===== src/umfc_pkg.sv =====
`default_nettype none
package umfc_pkg;
  // ==========================================
  // Register indices (one per address)
  localparam logic [3:0] A_STAT  = 4'h0;
  localparam logic [3:0] A_SCR   = 4'h1;
  localparam logic [3:0] A_FEAT  = 4'h2;
  localparam logic [3:0] A_MASK  = 4'h3;
  localparam logic [3:0] A_CAUSE = 4'h4;
  localparam logic [3:0] A_FIFO  = 4'h5;
  localparam logic [3:0] A_MOUT  = 4'h6;
  localparam logic [3:0] A_RES1  = 4'h7;
  localparam logic [3:0] A_RES2  = 4'h8;
  localparam logic [3:0] A_PAU1  = 4'h9;
  localparam logic [3:0] A_PAU2  = 4'hA;
  // ==========================================
  // Field positions
  localparam int FEAT_ACTS  = 7;
  localparam int FEAT_ARTS  = 6;
  localparam int FEAT_SPCH  = 5;
  localparam int FEAT_ENH   = 4;
  localparam int STAT_DCTS  = 0;
  localparam int STAT_DDSR  = 1;
  localparam int CAUSE_SPCH = 4;
  localparam int MOUT_RTS   = 1;
  localparam int MASK_RX    = 0;
  localparam int MASK_MS    = 3;
  localparam int MASK_SPCH  = 5;
  // ==========================================
  // Protected enhanced fields and reset values
  localparam logic [7:0] MASK_ENH  = 8'hF0;
  localparam logic [7:0] FIFO_ENH  = 8'h30;
  localparam logic [7:0] MOUT_ENH  = 8'hE0;
  localparam logic [7:0] REG_RST   = 8'h00;
  localparam logic [7:0] CAUSE_RST = 8'h01;
  // ==========================================
  // Receive FIFO trigger levels, picked by the two top setup bits
  localparam logic [6:0] TRIG_0 = 7'h08;
  localparam logic [6:0] TRIG_1 = 7'h10;
  localparam logic [6:0] TRIG_2 = 7'h38;
  localparam logic [6:0] TRIG_3 = 7'h3C;
  typedef enum logic [1:0] {
    SND_IDLE   = 2'b00,
    SND_FIRST  = 2'b01,
    SND_SECOND = 2'b11
  } umfc_snd_t;
endpackage : umfc_pkg
`default_nettype wire


===== src/umfc_match_if.sv =====
`timescale 1ns/1ps
`default_nettype none
interface umfc_match_if;
  logic [7:0] c1;
  logic [7:0] c2;
  logic [7:0] rx_data;
  logic [1:0] mode;
  logic       rx_valid;
  logic       hit;
  modport ctl (output c1, c2, rx_data, mode, rx_valid, input hit);
  modport mat (input c1, c2, rx_data, mode, rx_valid, output hit);
endinterface : umfc_match_if
`default_nettype wire


===== src/umfc_top.sv =====
//Contract
// - Delta CTS/DSR set on toggle since read
// - Modem interrupt while any change flag set
// - Eight-bit scratch store, read back unchanged
// - Auto CTS: high CTS halts transmit
// - Auto RTS: interrupt at trigger, RTS off next
// - Auto RTS: RTS back below lower trigger
// - Without auto RTS, pin follows modem control
// - Auto RTS bit reads flow control status
// - Special character: match second pause, flag
// - Character bit zero meets received LSB
// - Enhanced fields writable only when enabled
// - Clearing enhanced enable freezes those fields
// - Low four bits pick software flow, reset zero
// - Dual modes treat character pairs as sequence
// - Feature bits all reset to zero
// - Bits 3:2 transmit pairs, 1:0 receive pairs
// - Reset clears change flags, upper bits live
// - Character in progress finishes before halt
`timescale 1ns/1ps
`default_nettype none
module umfc_top #(
  parameter int LVL_W = 7
) (
  input  wire logic             CLK_I,
  input  wire logic             RST_B_I,
  input  wire logic [3:0]       ADDR_I,
  input  wire logic [7:0]       WDATA_I,
  input  wire logic             WR_I,
  input  wire logic             RD_I,
  output logic      [7:0]       RDATA_O,
  input  wire logic             CTS_B_I,
  input  wire logic             DSR_B_I,
  input  wire logic             CD_B_I,
  input  wire logic             RI_B_I,
  input  wire logic             RX_VALID_I,
  input  wire logic [7:0]       RX_DATA_I,
  input  wire logic [LVL_W-1:0] RX_LEVEL_I,
  input  wire logic             FLOW_CHAR_ACK_I,
  output logic      [7:0]       FLOW_CHAR_O,
  output logic                  FLOW_CHAR_VLD_O,
  output logic                  TX_GO_O,
  output logic                  RTS_B_O,
  output logic                  MODEM_INT_O,
  output logic                  INT_O
);
  logic [7:0] scr_q, feat_q, mask_q, fifo_q, mout_q;
  logic [7:0] res1_q, res2_q, pau1_q, pau2_q;
  logic [1:0] dlt_q;
  logic       cts_prev_q, dsr_prev_q, live_q;
  logic       spch_q, paused_q, sw_halt_q;
  logic [7:0] stat_v, feat_rd, cause_v, rd_v;
  logic [LVL_W-1:0] trig, nxt, low;
  logic       wr_enh, msint, rx_int, pause_set, pause_clr, stat_rd;
  umfc_pkg::umfc_snd_t snd_q;
  logic       snd_off_q;

  assign wr_enh = feat_q[umfc_pkg::FEAT_ENH];

  // ==========================================
  // Register writes
  always_ff @(posedge CLK_I or negedge RST_B_I) begin
    if (!RST_B_I) begin
      scr_q  <= umfc_pkg::REG_RST;
      feat_q <= umfc_pkg::REG_RST;
      res1_q <= umfc_pkg::REG_RST;
      res2_q <= umfc_pkg::REG_RST;
      pau1_q <= umfc_pkg::REG_RST;
      pau2_q <= umfc_pkg::REG_RST;
    end else if (WR_I) begin
      case (ADDR_I)
        umfc_pkg::A_SCR:  scr_q  <= WDATA_I;
        umfc_pkg::A_FEAT: feat_q <= WDATA_I;
        umfc_pkg::A_RES1: res1_q <= WDATA_I;
        umfc_pkg::A_RES2: res2_q <= WDATA_I;
        umfc_pkg::A_PAU1: pau1_q <= WDATA_I;
        umfc_pkg::A_PAU2: pau2_q <= WDATA_I;
        default: ;
      endcase
    end
  end

  // Enhanced bits keep their value unless the enable bit is set
  function automatic logic [7:0] merge(input logic [7:0] old,
                                       input logic [7:0] msk,
                                       input logic       en);
    logic [7:0] m;
    m = en ? 8'hFF : ~msk;
    return (WDATA_I & m) | (old & ~m);
  endfunction : merge

  always_ff @(posedge CLK_I or negedge RST_B_I) begin
    if (!RST_B_I) begin
      mask_q <= umfc_pkg::REG_RST;
      fifo_q <= umfc_pkg::REG_RST;
      mout_q <= umfc_pkg::REG_RST;
    end else if (WR_I) begin
      if (ADDR_I == umfc_pkg::A_MASK) begin
        mask_q <= merge(mask_q, umfc_pkg::MASK_ENH, wr_enh);
      end
      if (ADDR_I == umfc_pkg::A_FIFO) begin
        fifo_q <= merge(fifo_q, umfc_pkg::FIFO_ENH, wr_enh);
      end
      if (ADDR_I == umfc_pkg::A_MOUT) begin
        mout_q <= merge(mout_q, umfc_pkg::MOUT_ENH, wr_enh);
      end
    end
  end

  // ==========================================
  // Modem change detection
  // Previous levels are caught one edge after release, not under reset
  always_ff @(posedge CLK_I or negedge RST_B_I) begin
    if (!RST_B_I) begin
      live_q     <= 1'b0;
      cts_prev_q <= 1'b0;
      dsr_prev_q <= 1'b0;
      dlt_q      <= 2'b00;
    end else begin
      live_q     <= 1'b1;
      cts_prev_q <= CTS_B_I;
      dsr_prev_q <= DSR_B_I;
      // A toggle in the read cycle survives the clear
      dlt_q[umfc_pkg::STAT_DCTS] <= (live_q & (CTS_B_I ^ cts_prev_q))
        | (dlt_q[umfc_pkg::STAT_DCTS] & ~stat_rd);
      dlt_q[umfc_pkg::STAT_DDSR] <= (live_q & (DSR_B_I ^ dsr_prev_q))
        | (dlt_q[umfc_pkg::STAT_DDSR] & ~stat_rd);
    end
  end

  assign stat_rd = RD_I & (ADDR_I == umfc_pkg::A_STAT);
  // Upper bits show the inverted pins directly
  assign stat_v = {~CD_B_I, ~RI_B_I, ~DSR_B_I, ~CTS_B_I, 2'b00, dlt_q};
  assign msint = |stat_v[3:0];

  // ==========================================
  // Special character detect
  always_ff @(posedge CLK_I or negedge RST_B_I) begin
    if (!RST_B_I) begin
      spch_q <= 1'b0;
    end else begin
      spch_q <= (RX_VALID_I & feat_q[umfc_pkg::FEAT_SPCH] & (RX_DATA_I == pau2_q))
        | (spch_q & ~(RD_I & (ADDR_I == umfc_pkg::A_CAUSE)));
    end
  end

  // ==========================================
  // Trigger levels and automatic RTS
  function automatic logic [LVL_W-1:0] lvl(input logic [1:0] i);
    case (i)
      2'd0:    lvl = LVL_W'(umfc_pkg::TRIG_0);
      2'd1:    lvl = LVL_W'(umfc_pkg::TRIG_1);
      2'd2:    lvl = LVL_W'(umfc_pkg::TRIG_2);
      default: lvl = LVL_W'(umfc_pkg::TRIG_3);
    endcase
  endfunction : lvl

  logic [1:0] ti;
  assign ti   = fifo_q[7:6];
  assign trig = lvl(ti);
  // Top level has no higher step, bottom none lower
  assign nxt  = lvl((ti == 2'd3) ? ti : ti + 2'd1);
  assign low  = lvl((ti == 2'd0) ? ti : ti - 2'd1);
  assign rx_int    = (RX_LEVEL_I >= trig);
  assign pause_set = (RX_LEVEL_I >= nxt);
  assign pause_clr = (RX_LEVEL_I < low);

  always_ff @(posedge CLK_I or negedge RST_B_I) begin
    if (!RST_B_I) begin
      paused_q <= 1'b0;
    end else if (pause_set) begin
      paused_q <= 1'b1;
    end else if (pause_clr) begin
      paused_q <= 1'b0;
    end
  end

  // ==========================================
  // Receive side software flow: pause/resume pair matchers
  umfc_match_if mp ();
  umfc_match_if mr ();
  assign mp.c1       = pau1_q;
  assign mp.c2       = pau2_q;
  assign mr.c1       = res1_q;
  assign mr.c2       = res2_q;
  assign mp.rx_data  = RX_DATA_I;
  assign mr.rx_data  = RX_DATA_I;
  assign mp.rx_valid = RX_VALID_I;
  assign mr.rx_valid = RX_VALID_I;
  assign mp.mode     = feat_q[1:0];
  assign mr.mode     = feat_q[1:0];

  umfc_match u_pause (.clk_i(CLK_I), .rst_b_i(RST_B_I), .m(mp.mat));
  umfc_match u_resume (.clk_i(CLK_I), .rst_b_i(RST_B_I), .m(mr.mat));

  always_ff @(posedge CLK_I or negedge RST_B_I) begin
    if (!RST_B_I) begin
      sw_halt_q <= 1'b0;
    end else if (feat_q[1:0] == 2'b00) begin
      sw_halt_q <= 1'b0;
    end else if (mp.hit) begin
      sw_halt_q <= 1'b1;
    end else if (mr.hit) begin
      sw_halt_q <= 1'b0;
    end
  end

  // ==========================================
  // Transmit side software flow: send pause or resume chars
  logic paused_d1_q;
  logic [1:0] txm;
  assign txm = feat_q[3:2];
  always_ff @(posedge CLK_I or negedge RST_B_I) begin
    if (!RST_B_I) begin
      paused_d1_q     <= 1'b0;
      snd_q           <= umfc_pkg::SND_IDLE;
      snd_off_q       <= 1'b0;
      FLOW_CHAR_VLD_O <= 1'b0;
      FLOW_CHAR_O     <= 8'h00;
    end else begin
      paused_d1_q <= paused_q;
      case (snd_q)
        umfc_pkg::SND_IDLE: begin
          if ((paused_q != paused_d1_q) && (txm != 2'b00)) begin
            snd_off_q       <= paused_q;
            FLOW_CHAR_VLD_O <= 1'b1;
            if (txm[1]) begin
              snd_q       <= umfc_pkg::SND_FIRST;
              FLOW_CHAR_O <= paused_q ? pau1_q : res1_q;
            end else begin
              snd_q       <= umfc_pkg::SND_SECOND;
              FLOW_CHAR_O <= paused_q ? pau2_q : res2_q;
            end
          end
        end
        umfc_pkg::SND_FIRST: begin
          if (FLOW_CHAR_ACK_I) begin
            if (txm[0]) begin
              snd_q       <= umfc_pkg::SND_SECOND;
              FLOW_CHAR_O <= snd_off_q ? pau2_q : res2_q;
            end else begin
              snd_q           <= umfc_pkg::SND_IDLE;
              FLOW_CHAR_VLD_O <= 1'b0;
            end
          end
        end
        umfc_pkg::SND_SECOND: begin
          if (FLOW_CHAR_ACK_I) begin
            snd_q           <= umfc_pkg::SND_IDLE;
            FLOW_CHAR_VLD_O <= 1'b0;
          end
        end
        default: begin
          snd_q           <= umfc_pkg::SND_IDLE;
          FLOW_CHAR_VLD_O <= 1'b0;
        end
      endcase
    end
  end

  // ==========================================
  // Pin and interrupt outputs
  // Gate only the start of a character; one in flight still ends
  always_ff @(posedge CLK_I or negedge RST_B_I) begin
    if (!RST_B_I) begin
      TX_GO_O <= 1'b1;
      RTS_B_O <= 1'b1;
    end else begin
      TX_GO_O <= ~(feat_q[umfc_pkg::FEAT_ACTS] & CTS_B_I) & ~sw_halt_q;
      if (feat_q[umfc_pkg::FEAT_ARTS]) begin
        RTS_B_O <= paused_q | ~mout_q[umfc_pkg::MOUT_RTS];
      end else begin
        RTS_B_O <= ~mout_q[umfc_pkg::MOUT_RTS];
      end
    end
  end

  always_ff @(posedge CLK_I or negedge RST_B_I) begin
    if (!RST_B_I) begin
      MODEM_INT_O <= 1'b0;
      INT_O       <= 1'b0;
    end else begin
      MODEM_INT_O <= msint;
      INT_O <= (mask_q[umfc_pkg::MASK_MS] & msint) | (mask_q[umfc_pkg::MASK_RX] & rx_int)
        | (mask_q[umfc_pkg::MASK_SPCH] & spch_q);
    end
  end

  // ==========================================
  // Read path
  // Auto RTS bit reads one only while enabled and RTS not held off
  always_comb begin
    feat_rd = feat_q;
    feat_rd[umfc_pkg::FEAT_ARTS] = feat_q[umfc_pkg::FEAT_ARTS] & ~paused_q;
    cause_v = {2'b00, 1'b0, spch_q, 3'b000, ~INT_O};
    case (ADDR_I)
      umfc_pkg::A_STAT:  rd_v = stat_v;
      umfc_pkg::A_SCR:   rd_v = scr_q;
      umfc_pkg::A_FEAT:  rd_v = feat_rd;
      umfc_pkg::A_MASK:  rd_v = mask_q;
      umfc_pkg::A_CAUSE: rd_v = cause_v;
      umfc_pkg::A_FIFO:  rd_v = fifo_q;
      umfc_pkg::A_MOUT:  rd_v = mout_q;
      umfc_pkg::A_RES1:  rd_v = res1_q;
      umfc_pkg::A_RES2:  rd_v = res2_q;
      umfc_pkg::A_PAU1:  rd_v = pau1_q;
      umfc_pkg::A_PAU2:  rd_v = pau2_q;
      default:           rd_v = 8'h00;
    endcase
  end

  always_ff @(posedge CLK_I or negedge RST_B_I) begin
    if (!RST_B_I) begin
      RDATA_O <= 8'h00;
    end else begin
      RDATA_O <= RD_I ? rd_v : 8'h00;
    end
  end
endmodule : umfc_top
`default_nettype wire


===== src/umfc_match.sv =====
`timescale 1ns/1ps
`default_nettype none
module umfc_match (
  input  wire logic   clk_i,
  input  wire logic   rst_b_i,
  umfc_match_if.mat   m
);
  logic hit_q;
  logic half_q;
  logic eq1;
  logic eq2;
  // Bit 0 of each character register meets bit 0 of the received byte
  assign eq1 = (m.rx_data == m.c1);
  assign eq2 = (m.rx_data == m.c2);
  assign m.hit = hit_q;

  // ==========================================
  // Single or two-character sequence match
  always_ff @(posedge clk_i or negedge rst_b_i) begin
    if (!rst_b_i) begin
      hit_q  <= 1'b0;
      half_q <= 1'b0;
    end else begin
      case (m.mode)
        2'b10:   hit_q <= m.rx_valid & eq1;
        2'b01:   hit_q <= m.rx_valid & eq2;
        2'b11:   hit_q <= m.rx_valid & half_q & eq2;
        default: hit_q <= 1'b0;
      endcase
      // Any other byte between the two breaks the sequence
      if (m.rx_valid) begin
        half_q <= eq1;
      end
    end
  end
endmodule : umfc_match
`default_nettype wire


===== config.mk =====
export PLATFORM = sky130hd
export DESIGN_NAME = umfc_top
export DESIGN_NICKNAME = d
export VERILOG_FILES = /design/src/umfc_pkg.sv /design/src/umfc_match_if.sv /design/src/umfc_top.sv /design/src/umfc_match.sv
export SDC_FILE = /design/constraint.sdc
export NUM_CORES = 1
export LEC_CHECK = 0
export BUFFER_PORTS_ARGS = -buffer_cell sky130_fd_sc_hd__buf_2
export CORE_ASPECT_RATIO = 1.1
export CORE_MARGIN = 8
export CORE_UTILIZATION = 60
export DETAILED_ROUTE_END_ITERATION = 8
export GPL_ROUTABILITY_DRIVEN = 0
export GPL_TIMING_DRIVEN = 0
export PLACE_DENSITY = 0.82
export SLEW_MARGIN = 15
export SYNTH_ARGS = -nofsm -noshare
export SYNTH_HDL_FRONTEND = slang
export SYNTH_SLANG_ARGS = --single-unit

===== constraint.sdc =====
create_clock -name CLK_I -period 2.2 [get_ports CLK_I]
set_input_delay 0.11 -clock CLK_I [delete_from_list [all_inputs] [get_ports CLK_I]]
set_output_delay 0.11 -clock CLK_I [all_outputs]
set_load 0.01 [all_outputs]

==> flow_metrics.tcl <==
set metrics [dict create \
    rsz0062_at_grt "false" \
    dp_hpwl_microns 11500 \
    ant_nets 0 \
    numPlacedInstances 674 \
    clkLatencyLatePin_ns 0.38 \
    cp.required_ns 2.44 \
    hold_class "in -> reg" \
    die_h_microns 121 \
    top_usage_layer "met2" \
    drv_slew 0 \
    layout_min_cycle_time_ns 1.80 \
    worst_setup_path_end_kind "flip-flop" \
    cts_setup_buffers 0 \
    cp.arrival_ns 2.04 \
    worst_slack_ns 0.399 \
    synthFlopType "dfrtp_1" \
    grt_pass1_vias 4722 \
    grt_use_met1_pct 29.9 \
    layout.nets 617 \
    grt_pass1_wl_microns 25600 \
    cellPowerDensity_nw_per_um2 894 \
    synthTopCellsByCount "107 x dfrtp_1, 86 x mux2_2, 26 x nand2_1" \
    hold-worst-slack_ns 0.0457 \
    synth_edf_count 0 \
    synth.most_common_cell "dfrtp_1" \
    layout.cells.non_filler 694 \
    syn-instance-count 499 \
    cts_max_level 3 \
    ys_types 71 \
    cts-root-buf "clkbuf_8" \
    ir_worst_vdd_v 0.000436 \
    final-hold-violation-count 0 \
    start_util_pct 61.2 \
    io_pins 58 \
    drive_gt1_share_pct 34.5 \
    synth_area_per_cell_sq_um 11.9 \
    regArea_sq_um 2730 \
    n_antenna_cell 0 \
    cts_sinks 109 \
    grtUsageMet2_pct 39.3 \
    synth_top_area_cell "dfrtp_1" \
    area_delta_synth_final_pct 11.5 \
    yosys-top-cells-area "dfrtp_1 45%, mux2_2 16%, mux2i_1 3.7%" \
    grt-ovfl-total 0 \
    pre_cts_ws_ns 0.420 \
    maxCapViolCount 0 \
    grt_util_met3_pct 5.50 \
    viasPerCell 6.47 \
    multi_input_area_sq_um 3050 \
    synthesis.nets 547 \
    tritoncts "yes" \
    cp_max_fo 6 \
    drt_iter0_drc 564 \
    firstDrtPassIters 5 \
    track_usage_pct 24.2 \
    grt_max_degree 93 \
    coreArea_sq_um 9750 \
    num_vias 4492 \
    yosys.area.top_type_share_pct 44.9 \
    skew_ns 0.0142 \
    die_w_microns 111 \
    outcome "finished clean" \
    fill_cells 691 \
    p_leak_nw 2.99 \
    max_freq_mhz 555 \
    clockBufferDepth 2 \
    route.detailed.drc 0 \
    post_cts_resize_count 0 \
    fin_util_pct 68.2 \
    cts_hold_buf 4 \
    wl_per_cell_microns 22.7 \
    syn_area_sq_um 5960 \
    numCtsBuffers 9 \
    async_reset_ff_share_pct 100 \
    rows 38 \
    dieArea_sq_um 13400 \
    ys_seq_elements 109 \
    setup-violations-final 0 \
    antenna_found_initial 0 \
    io_buffers 54 \
    synth_seq_area_share_pct 45.8 \
    worst_slew_pin_slew_ns 0.638 \
    routed_wl_microns 15800 \
    critical_path_class "reg -> reg" \
    path_clk_slew_ns 0.09 \
    ys_warn_count 0 \
    relSlewSlack_pct 57.5 \
    cp-start-kind "flip-flop" \
    period_share_pct 81.9 \
]
[logic make-up (layout without fill, tap and decap cells)]
group	count (synthesis)	count (layout)	synth area share, %
AOI/OAI and AO/OA	81	81	9.57
xor gates and xnor gates	35	35	5.14
adders and majority gates	11	11	2.31
buffers and inverters	36	111	3.11
DFF	109	109	45.8
muxes	118	118	23.7
other	2	2	0.126
and+or+nand+nor	107	107	10.2
[metrics by stage]
step / TNS [ns] / power [mW] / area, sq um
2_1_floorplan: 0 / 4.12 / 5960
3_3_place_gp: -10.0 / 4.68 / 6380
3_5_place_dp: 0 / 4.79 / 6410
4_1_cts: 0 / 5.96 / 6640
5_1_grt: 0 / 6.28 / 6640
6_report: 0 / 5.94 / 6640
[metal layers]
layer	vias to the layer above	routed length, microns
met2	206	7550
met3	66	1090
li1	1988	-
met4	0	743
met5	-	0
met1	2232	6390
[worst max-delay path: stages (launching register included)]
cell      delay [ns]
dfrtp_1         0.45
inv_1           0.19
nor2_1          0.07
ha_1            0.28
o21a_1          0.19
o21a_1          0.16
o21ai_0         0.17
o211ai_1        0.16
[area by class of cell]
cell class	count	share of cell area [%]
Sequential cell	109	41.1
Tap cell	120	2.26
Clock buffer	14	2.60
Multi-Input combinational cell	354	45.8
Inverter	13	0.734
Clock inverter	2	0.245
Timing Repair Buffer	59	5.18
Buffer	23	2.05
[path summary, 6_finish.rpt]
check	from	to	slack, ns	depth (start not counted)
worst min register to register	sw_halt_q	TX_GO_O	0.41	1
min in group asynchronous	RST_B_I	u_pause.half_q	0.11	2
worst min-delay path	RX_LEVEL_I[6]	paused_q	0.05	3
worst max register to register	fifo_q[7]	paused_q	0.40	7
worst max-delay path	fifo_q[7]	paused_q	0.40	7
max in group asynchronous	RST_B_I	RTS_B_O	1.37	3
[sequential cells by signal, summed over array words and instances, names as in the netlist, 2 cells and up, named ones only]
| name | flops |
|---|---|
| snd_q | 2 |
| fifo_q | 6 |
| mr.c1 | 8 |
| RDATA_O | 8 |
| mp.c1 | 8 |
| mout_q | 5 |
| FLOW_CHAR_O | 8 |
| mp.c2 | 8 |
| feat_q | 8 |
| scr_q | 8 |
| mr.c2 | 8 |
| mask_q | 4 |
| dlt_q | 2 |
[power by group]
part           switching [mW]  internal, mW
Combinational           0.886         0.976
Sequential              0.464          2.45
Clock                   0.657         0.509
Total                    2.01          3.93
[cells in the final DEF, fill, tap and decap left out, drive strengths merged, types with 3 or more instances in the layout]
master / instances
a21oi: 13
a22o: 4
a31oi: 6
and2b: 5
buf: 75
clkbuf: 17
dfrtp: 107
dlygate4sd3: 4
ha: 11
inv: 13
mux2: 87
mux2i: 22
mux4: 9
nand2: 27
nand2b: 4
nand3: 13
nand3b: 4
nand4: 4
nor2: 16
nor2b: 3
nor3: 12
nor4: 4
o21ai: 22
o2bb2ai: 3
o31ai: 5
xnor2: 14
xor2: 21
(Power assumes the default switching activity.)
